**src/hdl/ram_port_pkg.sv**
```systemverilog
// Register map, field layout and encodings of the RAM test data port
package ram_port_pkg;
  localparam logic [7:0] OFS_SELECT     = 8'h40;
  localparam logic [7:0] OFS_COMMAND    = 8'h44;
  localparam logic [7:0] OFS_ADDRESS    = 8'h48;
  localparam logic [7:0] OFS_LOW_WORD   = 8'h4C;
  localparam logic [7:0] OFS_HIGH_BITS  = 8'h50;
  localparam int         READY_BIT      = 31;
  localparam int         TEST_EN_BIT    = 0;
  localparam int         CHOICE_LSB     = 1;
  localparam int         CHOICE_MSB     = 2;
  localparam int         CMD_WRITE_BIT  = 0;
  localparam int         ADDR_WIDTH     = 15;
  localparam int         HIGH_WIDTH     = 5;
  localparam int         DATA_WIDTH     = 32;
  localparam int         RAM_COUNT      = 4;
  localparam logic [14:0] ADDR_RESET    = 15'h0000;
  localparam logic [31:0] LOW_RESET     = 32'h0000_0000;
  localparam logic [4:0]  HIGH_RESET    = 5'h00;
  localparam logic        READY_RESET   = 1'b1;
  localparam logic        TEST_EN_RESET = 1'b0;
  localparam logic [1:0]  CHOICE_RESET  = 2'h0;
  localparam logic        CMD_RESET     = 1'b0;

  typedef enum logic [1:0] {
    RAM_FIFO_CONTROL = 2'h0,
    RAM_EEPROM_STORE = 2'h1,
    RAM_TRANSMIT_INFO = 2'h2,
    RAM_RECEIVE_INFO  = 2'h3
  } ram_choice_type;

  typedef enum logic [1:0] {
    ST_IDLE = 2'h0,
    ST_ISSUE = 2'h1,
    ST_WAIT = 2'h3
  } port_state_type;
endpackage : ram_port_pkg

```
**src/hdl/ram_access_sequencer.sv**
```systemverilog
// RAM test data port: APB registers, RAM routing and the access sequencer
//
// Chosen here: register access over APB.
`timescale 1ns/1ps
`default_nettype none
////////////////////////////////////////////////////////////////////////////////
// Functional notes
// RULE1: Software sets test enable before access
// RULE2: Port used only in test mode; here commands start accesses even with test enable clear
// RULE3: Ready flag bit 31, resets to one
// RULE4: Ready returns only after access completes
// RULE5: Choice field routes access to one RAM
// RULE6: Enable bit puts RAMs into test mode
// RULE7: Command write starts access, bit picks direction
// RULE8: Address and data programmed before command
// RULE9: Fifteen-bit word address, resets to zero
// RULE10: Low word carries write and read bits
// RULE11: Software polls ready before reading result
// RULE12: High bits carry upper bits of wide RAMs
// RULE13: Ready clears on accept, busy commands ignored
// RULE14: Narrow RAMs ignore high bits, read zero
////////////////////////////////////////////////////////////////////////////////
module internal_ram_test_data_port #(
  parameter int ADDR_WIDTH = ram_port_pkg::ADDR_WIDTH,
  parameter int DATA_WIDTH = ram_port_pkg::DATA_WIDTH,
  parameter int HIGH_WIDTH = ram_port_pkg::HIGH_WIDTH,
  parameter int RAM_COUNT  = ram_port_pkg::RAM_COUNT
) (
  input  wire logic                             pclk,
  input  wire logic                             presetn,
  input  wire logic                             psel,
  input  wire logic                             penable,
  input  wire logic                             pwrite,
  input  wire logic [7:0]                       paddr,
  input  wire logic [31:0]                      pwdata,
  output logic      [31:0]                      prdata,
  output logic                                  pready,
  output logic                                  ram_test_mode,
  output logic      [RAM_COUNT-1:0]             ram_enable,
  output logic                                  ram_req,
  output logic                                  ram_write,
  output logic      [ADDR_WIDTH-1:0]            ram_addr,
  output logic      [DATA_WIDTH+HIGH_WIDTH-1:0] ram_wdata,
  input  wire logic [DATA_WIDTH+HIGH_WIDTH-1:0] ram_rdata,
  input  wire logic                             ram_ack
);
  localparam int WORD_WIDTH = DATA_WIDTH + HIGH_WIDTH;

  // Wide RAMs use the high bits, narrow ones do not
  function automatic logic is_wide(input logic [1:0] choice);
    is_wide = (choice == ram_port_pkg::RAM_TRANSMIT_INFO) ||
              (choice == ram_port_pkg::RAM_RECEIVE_INFO);
  endfunction : is_wide

  //////////////////////////////////////////////////////////////////////////////
  // Registers and decode
  logic                  test_en_q;
  logic [1:0]            choice_q;
  logic                  cmd_write_q;
  logic [ADDR_WIDTH-1:0] addr_q;
  logic [DATA_WIDTH-1:0] low_q;
  logic [HIGH_WIDTH-1:0] high_q;
  logic                  op_write_q;
  logic [1:0]            op_choice_q;
  logic [ADDR_WIDTH-1:0] op_addr_q;
  logic [WORD_WIDTH-1:0] op_wdata_q;
  logic [31:0]           read_word;
  logic [HIGH_WIDTH-1:0] launch_high;
  logic [HIGH_WIDTH-1:0] capture_high;
  logic                  wr_access;
  logic                  rd_setup;
  logic                  wr_select;
  logic                  wr_command;
  logic                  wr_address;
  logic                  wr_low;
  logic                  wr_high;
  logic                  start;
  logic                  capture;
  logic                  capture_read;
  logic                  busy;
  logic                  port_ready;

  assign pready       = 1'b1;
  assign wr_access    = psel & penable & pready & pwrite;
  assign rd_setup     = psel & ~penable & ~pwrite;
  assign wr_select    = wr_access & (paddr == ram_port_pkg::OFS_SELECT);
  assign wr_command   = wr_access & (paddr == ram_port_pkg::OFS_COMMAND);
  assign wr_address   = wr_access & (paddr == ram_port_pkg::OFS_ADDRESS);
  assign wr_low       = wr_access & (paddr == ram_port_pkg::OFS_LOW_WORD);
  assign wr_high      = wr_access & (paddr == ram_port_pkg::OFS_HIGH_BITS);
  assign start        = wr_command & ~busy;                                   // [RULE13]
  assign port_ready   = ~busy;                                                // [RULE3]
  assign capture_read = capture & ~op_write_q;
  assign launch_high  = is_wide(choice_q) ? high_q : HIGH_WIDTH'(0);          // [RULE14]
  assign capture_high = is_wide(op_choice_q) ? ram_rdata[WORD_WIDTH-1:DATA_WIDTH]
                                             : HIGH_WIDTH'(0);                // [RULE12]
  assign ram_test_mode = test_en_q;                                           // [RULE6]
  assign ram_write     = op_write_q;
  assign ram_addr      = op_addr_q;                                           // [RULE9]
  assign ram_wdata     = op_wdata_q;

  genvar i;
  generate
    for (i = 0; i < RAM_COUNT; i++) begin : gen_route
      assign ram_enable[i] = (op_choice_q == 2'(i));                          // [RULE5]
    end
  endgenerate

  always_ff @(posedge pclk or negedge presetn) begin
    if (!presetn) begin
      test_en_q <= ram_port_pkg::TEST_EN_RESET;
      choice_q  <= ram_port_pkg::CHOICE_RESET;
    end else if (wr_select) begin
      test_en_q <= pwdata[ram_port_pkg::TEST_EN_BIT];                         // [RULE6]
      choice_q  <= pwdata[ram_port_pkg::CHOICE_MSB:ram_port_pkg::CHOICE_LSB];
    end
  end

  always_ff @(posedge pclk or negedge presetn) begin
    if (!presetn) begin
      addr_q <= ram_port_pkg::ADDR_RESET;
    end else if (wr_address) begin
      addr_q <= pwdata[ADDR_WIDTH-1:0];                                       // [RULE9]
    end
  end

  // Captured read data wins over a software write in the same cycle
  always_ff @(posedge pclk or negedge presetn) begin
    if (!presetn) begin
      low_q <= ram_port_pkg::LOW_RESET;
    end else if (capture_read) begin
      low_q <= ram_rdata[DATA_WIDTH-1:0];                                     // [RULE10]
    end else if (wr_low) begin
      low_q <= pwdata[DATA_WIDTH-1:0];
    end
  end

  always_ff @(posedge pclk or negedge presetn) begin
    if (!presetn) begin
      high_q <= ram_port_pkg::HIGH_RESET;
    end else if (capture_read) begin
      high_q <= capture_high;                                                 // [RULE12]
    end else if (wr_high) begin
      high_q <= pwdata[HIGH_WIDTH-1:0];
    end
  end

  //////////////////////////////////////////////////////////////////////////////
  // Command launch: operands frozen for the whole access
  always_ff @(posedge pclk or negedge presetn) begin
    if (!presetn) begin
      cmd_write_q <= ram_port_pkg::CMD_RESET;
      op_write_q  <= ram_port_pkg::CMD_RESET;
      op_choice_q <= ram_port_pkg::CHOICE_RESET;
      op_addr_q   <= ram_port_pkg::ADDR_RESET;
      op_wdata_q  <= '0;
    end else if (start) begin
      cmd_write_q <= pwdata[ram_port_pkg::CMD_WRITE_BIT];                     // [RULE7]
      op_write_q  <= pwdata[ram_port_pkg::CMD_WRITE_BIT];
      op_choice_q <= choice_q;
      op_addr_q   <= addr_q;
      op_wdata_q  <= {launch_high, low_q};                                    // [RULE10]
    end
  end

  //////////////////////////////////////////////////////////////////////////////
  // Read-back
  always_comb begin
    read_word = 32'h0000_0000;
    case (paddr)
      ram_port_pkg::OFS_SELECT: begin
        read_word[ram_port_pkg::READY_BIT]                           = port_ready;
        read_word[ram_port_pkg::CHOICE_MSB:ram_port_pkg::CHOICE_LSB] = choice_q;
        read_word[ram_port_pkg::TEST_EN_BIT]                         = test_en_q;
      end
      ram_port_pkg::OFS_COMMAND: begin
        read_word[ram_port_pkg::CMD_WRITE_BIT] = cmd_write_q;
      end
      ram_port_pkg::OFS_ADDRESS: begin
        read_word[ADDR_WIDTH-1:0] = addr_q;
      end
      ram_port_pkg::OFS_LOW_WORD: begin
        read_word[DATA_WIDTH-1:0] = low_q;
      end
      ram_port_pkg::OFS_HIGH_BITS: begin
        read_word[HIGH_WIDTH-1:0] = high_q;
      end
      default: begin
        read_word = 32'h0000_0000;
      end
    endcase
  end

  // Read data latched in the setup cycle, stands through the access
  always_ff @(posedge pclk or negedge presetn) begin
    if (!presetn) begin
      prdata <= 32'h0000_0000;
    end else if (rd_setup) begin
      prdata <= read_word;
    end
  end

  ram_access_sequencer ram_access_sequencer_inst (
    .pclk    (pclk),
    .presetn (presetn),
    .start   (start),
    .ram_ack (ram_ack),
    .ram_req (ram_req),
    .capture (capture),
    .busy    (busy)
  );

  //////////////////////////////////////////////////////////////////////////////
  // Checks
  AST_READY_CLEARS: assert property (@(posedge pclk) disable iff (!presetn) // [RULE13]
    start |=> !port_ready)
    else $error("ready still set after an accepted command");

  AST_READY_AFTER_DONE: assert property (@(posedge pclk) disable iff (!presetn) // [RULE4]
    capture |=> port_ready)
    else $error("ready not back after the access completed");

  AST_LOW_CAPTURE: assert property (@(posedge pclk) disable iff (!presetn) // [RULE10]
    capture_read |=> (low_q == $past(ram_rdata[DATA_WIDTH-1:0])))
    else $error("low word does not hold the fetched bits");

  AST_HIGH_CAPTURE: assert property (@(posedge pclk) disable iff (!presetn) // [RULE12]
    capture_read && is_wide(op_choice_q) |=> (high_q == $past(ram_rdata[WORD_WIDTH-1:DATA_WIDTH])))
    else $error("high bits do not hold the fetched upper bits");

  AST_HIGH_NARROW_ZERO: assert property (@(posedge pclk) disable iff (!presetn) // [RULE14]
    capture_read && !is_wide(op_choice_q) |=> (high_q == '0))
    else $error("high bits not zero after a narrow read");

  AST_WRITE_NARROW_DATA: assert property (@(posedge pclk) disable iff (!presetn) // [RULE14]
    ram_req && ram_write && !is_wide(op_choice_q) |-> (ram_wdata[WORD_WIDTH-1:DATA_WIDTH] == '0))
    else $error("narrow write carries high bits");

  AST_ONE_ROUTE: assert property (@(posedge pclk) disable iff (!presetn) // [RULE5]
    ram_req |-> $onehot(ram_enable))
    else $error("access not routed to exactly one RAM");
endmodule : internal_ram_test_data_port

////////////////////////////////////////////////////////////////////////////////
// One access: request pulse, then wait for the RAM's acknowledge
module ram_access_sequencer (
  input  wire logic pclk,
  input  wire logic presetn,
  input  wire logic start,
  input  wire logic ram_ack,
  output logic      ram_req,
  output logic      capture,
  output logic      busy
);
  ram_port_pkg::port_state_type state_q;
  ram_port_pkg::port_state_type state_d;

  always_comb begin
    state_d = state_q;
    case (state_q)
      ram_port_pkg::ST_IDLE: begin
        if (start) begin
          state_d = ram_port_pkg::ST_ISSUE;
        end
      end
      ram_port_pkg::ST_ISSUE: begin
        state_d = ram_port_pkg::ST_WAIT;
      end
      ram_port_pkg::ST_WAIT: begin
        if (ram_ack) begin
          state_d = ram_port_pkg::ST_IDLE;
        end
      end
      default: begin
        state_d = ram_port_pkg::ST_IDLE;
      end
    endcase
  end

  always_ff @(posedge pclk or negedge presetn) begin
    if (!presetn) begin
      state_q <= ram_port_pkg::ST_IDLE;
    end else begin
      state_q <= state_d;
    end
  end

  assign ram_req = (state_q == ram_port_pkg::ST_ISSUE);
  assign capture = (state_q == ram_port_pkg::ST_WAIT) & ram_ack;   // [RULE4]
  assign busy    = (state_q != ram_port_pkg::ST_IDLE);             // [RULE13]

  AST_REQ_PULSE: assert property (@(posedge pclk) disable iff (!presetn) // [RULE7]
    ram_req |=> !ram_req)
    else $error("request held longer than one cycle");
endmodule : ram_access_sequencer
`default_nettype wire

```
**config.mk**
```make
export PLATFORM = sky130hd
export DESIGN_NAME = internal_ram_test_data_port
export DESIGN_NICKNAME = d
export VERILOG_FILES = /design/src/hdl/ram_port_pkg.sv /design/src/hdl/ram_access_sequencer.sv
export SDC_FILE = /design/constraint.sdc
export NUM_CORES = 1
export LEC_CHECK = 0
export BUFFER_PORTS_ARGS = -buffer_cell sky130_fd_sc_hd__clkbuf_2
export CELL_PAD_IN_SITES_DETAIL_PLACEMENT = 1
export CELL_PAD_IN_SITES_GLOBAL_PLACEMENT = 1
export CORE_MARGIN = 3
export CORE_UTILIZATION = 40
export CTS_CLUSTER_DIAMETER = 30
export DETAILED_ROUTE_END_ITERATION = 10
export GPL_TIMING_DRIVEN = 0
export PLACE_DENSITY_LB_ADDON = 0.25
export SLEW_MARGIN = 15
export SYNTH_ARGS = -nofsm -noshare
export SYNTH_HDL_FRONTEND = slang
export SYNTH_SLANG_ARGS = --single-unit
```
**constraint.sdc**
```tcl
create_clock -name pclk -period 1.9 [get_ports pclk]
set_input_delay 0.095 -clock pclk [delete_from_list [all_inputs] [get_ports pclk]]
set_output_delay 0.095 -clock pclk [all_outputs]
set_load 0.005 [all_outputs]
```
==> results of run 1 <==
## report_power, final
part	internal [uW]	total, uW	switching [uW]
clock	1960	3180	1220
combinational	233	477	244
sequential	3130	3190	53.5
## cell families after synthesis
group	synth area share (%)
mux	18.81
flops	58.81
simple gates	10.99
other cells	0.06120
buf+inv	2.389
compound gates	8.944
## path summary, 6_finish.rpt
| path | startpoint | end | slack, ns | cells past startpoint |
|---|---|---|---|---|
| hold / removal | pwdata[29] | low_q[29] | 0.005 | 3 |
| setup reg to reg | ram_access_sequencer_inst.state_q[1] | ram_write | 0.06 | 4 |
| hold reg to reg | ram_wdata[34] | ram_wdata[34] | 0.48 | 2 |
| max in group asynchronous | presetn | ram_addr[3] | 0.90 | 3 |
| min in group asynchronous | presetn | ram_wdata[19] | 0.21 | 2 |
| setup / recovery | ram_access_sequencer_inst.state_q[1] | ram_write | 0.06 | 4 |
## registers in the layout, summed over array words and instances (netlist names)
| register | count |
|---|---|
| ram_test_mode | 1 |
| ram_write | 1 |
| prdata | 32 |
| op_choice_q | 2 |
| choice_q | 2 |
| low_q | 32 |
| addr_q | 15 |
| ram_wdata | 37 |
| ram_addr | 15 |
| ram_access_sequencer_inst.state_q | 2 |
| high_q | 5 |
## through the flow
stage               util [%]  instance area, um2  worst slack, ns  total power (uW)
finish                 56.61                8352          0.06393              6845
global placement       48.92                7218           -1.632              3607
detailed placement     49.17                7254          -0.4961              3636
global route           56.61                8352         -0.01687              7110
CTS                    56.53                8341         0.003186              6913
floorplan                  -                6127           0.1949              3358
## routing by layer
layer  vias to the layer above  share of wire, %  global-route usage (%)
met5                         -                 0                       0
met4                         0               2.8                   9.841
met3                        36               5.5                   5.485
met2                       173                49                   38.49
met1                      2569                42                   30.07
li1                       2313                 -                       -
## layout make-up
class,count,area (um2),share of cell area [%]
flip-flops and latches,144,3603,43.15
multi-input cells,338,2392,28.64
repair buffers,223,1395,16.70
clock buffers,26,509.2,6.097
well taps,184,230.2,2.757
plain buffers,32,168.9,2.022
clock inverters,5,52.55,0.6292
## synth_stat cells, types with 3 or more instances
cell	number
a221oi_1	11
a31oi_1	3
a21oi_1	6
a32oi_1	3
dfrtp_1	144
nor3_1	3
nor2b_1	3
o21ai_0	55
nor2_1	31
mux2i_1	33
clkbuf_1	22
buf_2	3
nand2_1	82
nand3_1	3
mux2_2	73
a22oi_1	6
and2_1	3
buf_1	3
## layout by cell type, fill, tap and decap left out, drive strengths merged, types with 3 or more instances in the layout
cell	Yosys	routed
nor2	31	31
nor2b	3	3
clkbuf	22	218
a22oi	6	6
nand3	3	3
nor3b	3	3
dlygate4sd3	0	49
mux2i	33	33
nor3	4	4
clkinv	0	3
nand2	82	82
a31oi	3	3
mux2	73	73
a21oi	6	6
a32oi	3	3
dfrtp	144	144
and2	3	3
a221oi	11	11
buf	10	14
o21ai	55	55
## worst max-delay path, cell delays in order, from the launching register on
cell and delay [ns]:
dfrtp_1 0.44, nor3_1 0.22, nand4_1 0.32, buf_2 0.39
mux2_2 0.34
## what timing repair did
action	CTS	global route
hold buffers	49	0
setup buffers	0	1
endpoints found under the setup margin	75	35
gates resized for setup	19	6
endpoints found under the hold margin	90	0
==> metrics, run 1 <==
main area contributors after synthesis=dfrtp_1 59%, mux2_2 13%, mux2i_1 5.4%; Warnings, synthesis=0; Synth async-reset ratio=100.0%; vias in the first global route=5,462; Residual DRC=0; height of the die=129.8 um; Startpoint Class=flip-flop; Worst-Margin Slew=0.7757 ns; Cells after DPL=871; gr usage total=23.47%; Hold WS=0.004988 ns; Final ANT Viol Nets=0; Critical Path AT=2.13 ns; Synth Instances=514; total gr overflow=0; port bufs=172; Netlist cell types=38; Synth Net Count=597; max capacitance violation total=0; first-pass GRT wire length=29.73 mm; Die Wd=129.8 um; cts bufs inserted=17; Initial Util=41.53%; period utilization=96.64%; layout cells sized above 1=39.71%; initial DRC count=245; required time worst endpoint=2.19 ns; Seq/Total Area, Yosys=58.81%; nets=839; wire length per cell=20.45 um; CP endpoint kind=flip-flop; setup TNS=0 ns; H-tree Lvls=4; IO Pins=175; outcome=finished, final reports clean; final RePlAce weighted congestion=0.8541; final cell count without fillers=952; initial antenna violation count=0; CTS tree=yes; fin. max-slew vios=0; crit-path max FO=10; Routed WL=19.47 mm; cell accounting for the most synthesized area=dfrtp_1; CTS clk-pin slew, worst paths=0.06 ns; hpwl dp=13.43 mm; VDD IR max=0.5835 mV; number of synthesized flops with an enable pin=0; final hold violation count=0; Clock Skews=0.008452 ns; row count=44; Fillers=1,609; Fmax=0.5446 GHz; Syn Std Cell Area=6127 um2; core area=14,750 um2; critical path type=reg -> reg; Max Buffers Root-to-Sink=2; Cell Pwr Density=819.5 nW/um2; Yosys top cell area share=58.81%; DR vias/cell=5.348; largest net degree at the start of global routing=94; Final min period=1.836 ns; total iterations of the first detailed-routing run=4; worst hold path class=in -> reg; flop and latch count out of synthesis=144; DR vias=5,091; CTS sink cnt=144; synthesized area per cell=11.92 um2; diode count=0; cell leakage power=0.004418 uW; normalized max-slew margin=48.06%; Setup violations, final=0; later-pin clock latency in the skew report=0.42 ns; CTS root buffer=clkbuf_16; area delta synth->final=36.31%; die area=16,840 um2; Post-synth top flop=dfrtp_1
Power figures use the tool's default switching activity.
==> run 2: changes to the inputs <==
Settings changed: CORE_UTILIZATION 40 to 30.
==> metrics, run 2 (same netlist as run 1, synthesis figures left out) <==
hpwl dp=14.39 mm (was 13.43 mm); required time worst endpoint=2.18 ns (was 2.19 ns); CTS clk-pin slew, worst paths=0.06 ns (about the same); total iterations of the first detailed-routing run=4 (unchanged); Worst Hold Launch=pwdata[28] (was pwdata[29]); critical path type=reg -> reg (unchanged); Worst-Margin Slew=0.6120 ns (was 0.7757 ns); Cell Pwr Density=868.2 nW/um2 (was 819.5 nW/um2); Cells after DPL=952 (was 871); height of the die=148.9 um (was 129.8 um); CTS tree=yes (unchanged); Hold Crit Depth=3 (unchanged); max capacitance violation total=0 (unchanged); final hold violation count=0 (unchanged); Final ANT Viol Nets=0 (unchanged); diode count=0 (unchanged); cts bufs inserted=17 (unchanged); Crit. Startpoint=ram_access_sequencer_inst.state_q[1] (unchanged); Worst R2R Setup Slack=0.14 ns (was 0.06 ns); die area=22,170 um2 (was 16,840 um2); CP endpoint kind=flip-flop (unchanged); most frequent cells in the layout=178 x clkbuf_2, 144 x dfrtp_1, 82 x nand2_1 (was 179 x clkbuf_2, 144 x dfrtp_1, 82 x nand2_1); Final min period=1.758 ns (was 1.836 ns); Die Wd=148.9 um (was 129.8 um); Setup violations, final=0 (unchanged); area of the multi-input gates=2399 um2 (was 2392 um2); later-pin clock latency in the skew report=0.41 ns (was 0.42 ns); IO Pins=175 (unchanged); fin. max-slew vios=0 (unchanged); wire length per cell=19.30 um (was 20.45 um); Routed WL=20.13 mm (was 19.47 mm); Fillers=2,194 (was 1,609); Max Buffers Root-to-Sink=2 (unchanged); final RePlAce weighted congestion=0.8019 (was 0.8541); gr usage total=18.53% (was 23.47%); first-pass GRT wire length=31.43 mm (was 29.73 mm); initial DRC count=200 (was 245); Startpoint Class=flip-flop (unchanged); area delta synth->final=41.66% (was 36.31%); DR vias=5,061 (was 5,091); port bufs=172 (unchanged); final cell count without fillers=1,043 (was 952); crit-path max FO=10 (unchanged); Largest register FFs=37 (unchanged); core area=19,780 um2 (was 14,750 um2); outcome=finished, final reports clean (unchanged); initial antenna violation count=0 (unchanged); Critical Path AT=2.04 ns (was 2.13 ns); Clock Skews=0.007407 ns (was 0.008452 ns); nets=848 (was 839); DR vias/cell=4.852 (was 5.348); reg2reg path depth=5 (was 4); crit-path cells=nand4b_1 > clkbuf_4 > buf_2 > mux2i_1 > o21ai_0 (was nor3_1 > nand4_1 > buf_2 > mux2_2); layout cells sized above 1=40.36% (was 39.71%); largest net degree at the start of global routing=92 (was 94); FF-to-FF End=low_q[15] (was ram_write); Hold Path Sink=low_q[28] (was low_q[29]); total gr overflow=0 (unchanged); Residual DRC=0 (unchanged); RSZ-0062 raised after global routing=false; Fmax=0.5690 GHz (was 0.5446 GHz); Initial Util=30.97% (was 41.53%); R2R Path Start=ram_access_sequencer_inst.state_q[1] (unchanged); normalized max-slew margin=59.20% (was 48.06%); CP peak stage delay=0.44 ns (about the same); highest-delay cell along the critical path=dfrtp_1 (unchanged); cell leakage power=0.004524 uW (was 0.004418 uW); period utilization=92.50% (was 96.64%); CTS sink cnt=144 (unchanged); H-tree Lvls=4 (unchanged); worst hold path class=in -> reg (unchanged); register area=3603 um2 (unchanged); vias in the first global route=5,516 (was 5,462); most common cell after layout, fill and taps aside=clkbuf_2 (unchanged); setup TNS=0 ns (unchanged); CTS root buffer=clkbuf_16 (unchanged); VDD IR max=0.5799 mV (was 0.5835 mV); row count=51 (was 44)
-- run 2: cell count changes in the layout (fill, tap and decap cells not counted), moves of 2 or more --
cell / change
dlygate4sd3_1: +5
inv_6: +2
bufinv_16: +5
clkbuf_8: -3
clkbuf_1: -4
buf_4: +2
clkbuf_4: +3
-- run 2: power by group --
part	switching [uW]	internal [uW]
Clock	1330	2540
Combinational	244	240
Sequential	51.1	3130
Total	1620	5910
-- run 2: routing by layer --
metal  vias to the layer above  wire (um)  global-route usage (%)
li1                       2325          -                       -
met1                      2579       8810                   22.97
met2                       135      10010                   32.07
met3                        22       1061                   4.801
met4                         0        249                   5.126
met5                         -          0                       0
-- run 2: timing repair --
action	CTS	global route
pin swaps	0	2
setup endpoints to repair	85	81
hold buffers	53	1
resized for setup	24	5
endpoints found under the hold margin	98	1
setup buffers	0	5
-- run 2: layout make-up --
cell class              instances  share of cell area [%]
plain buffers                  32                   2.004
clock buffers                  19                   5.218
clock inverters                13                   2.667
multi-input cells             338                   27.63
flip-flops and latches        144                   41.52
well taps                     265                   3.820
repair buffers                232                   17.14
-- run 2: how the worst max path moves through the flow --
stage                              to  slack, ns
after floorplan            addr_q[10]       0.19
after global placement      addr_q[7]      -1.68
after detailed placement     low_q[3]      -0.68
after CTS                 ram_addr[2]      0.009
after global routing        low_q[12]       0.04
final                       low_q[15]       0.14
-- run 2: stage by stage --
step                      utilization, %  hold WS (ns)  total power, uW  setup slack (ns)  area [um2]
after floorplan                        -       -0.2006             3358            0.1949        6127
after global placement             37.00        0.3441             3614            -1.678        7320
after detailed placement           37.19       0.09104             3639           -0.6806        7356
after CTS                          43.52      0.001172             7630          0.008910        8608
after global routing               43.88       0.01257             7847           0.03550        8680
final                              43.88      0.007694             7536            0.1424        8680
-- run 2: critical path, delay by kind of cell (launching register included) --
kind / cells / cell delay [ns]
compound gates: 1 / 0.10
buf+inv: 2 / 0.69
flops: 1 / 0.44
mux: 1 / 0.26
simple gates: 1 / 0.13
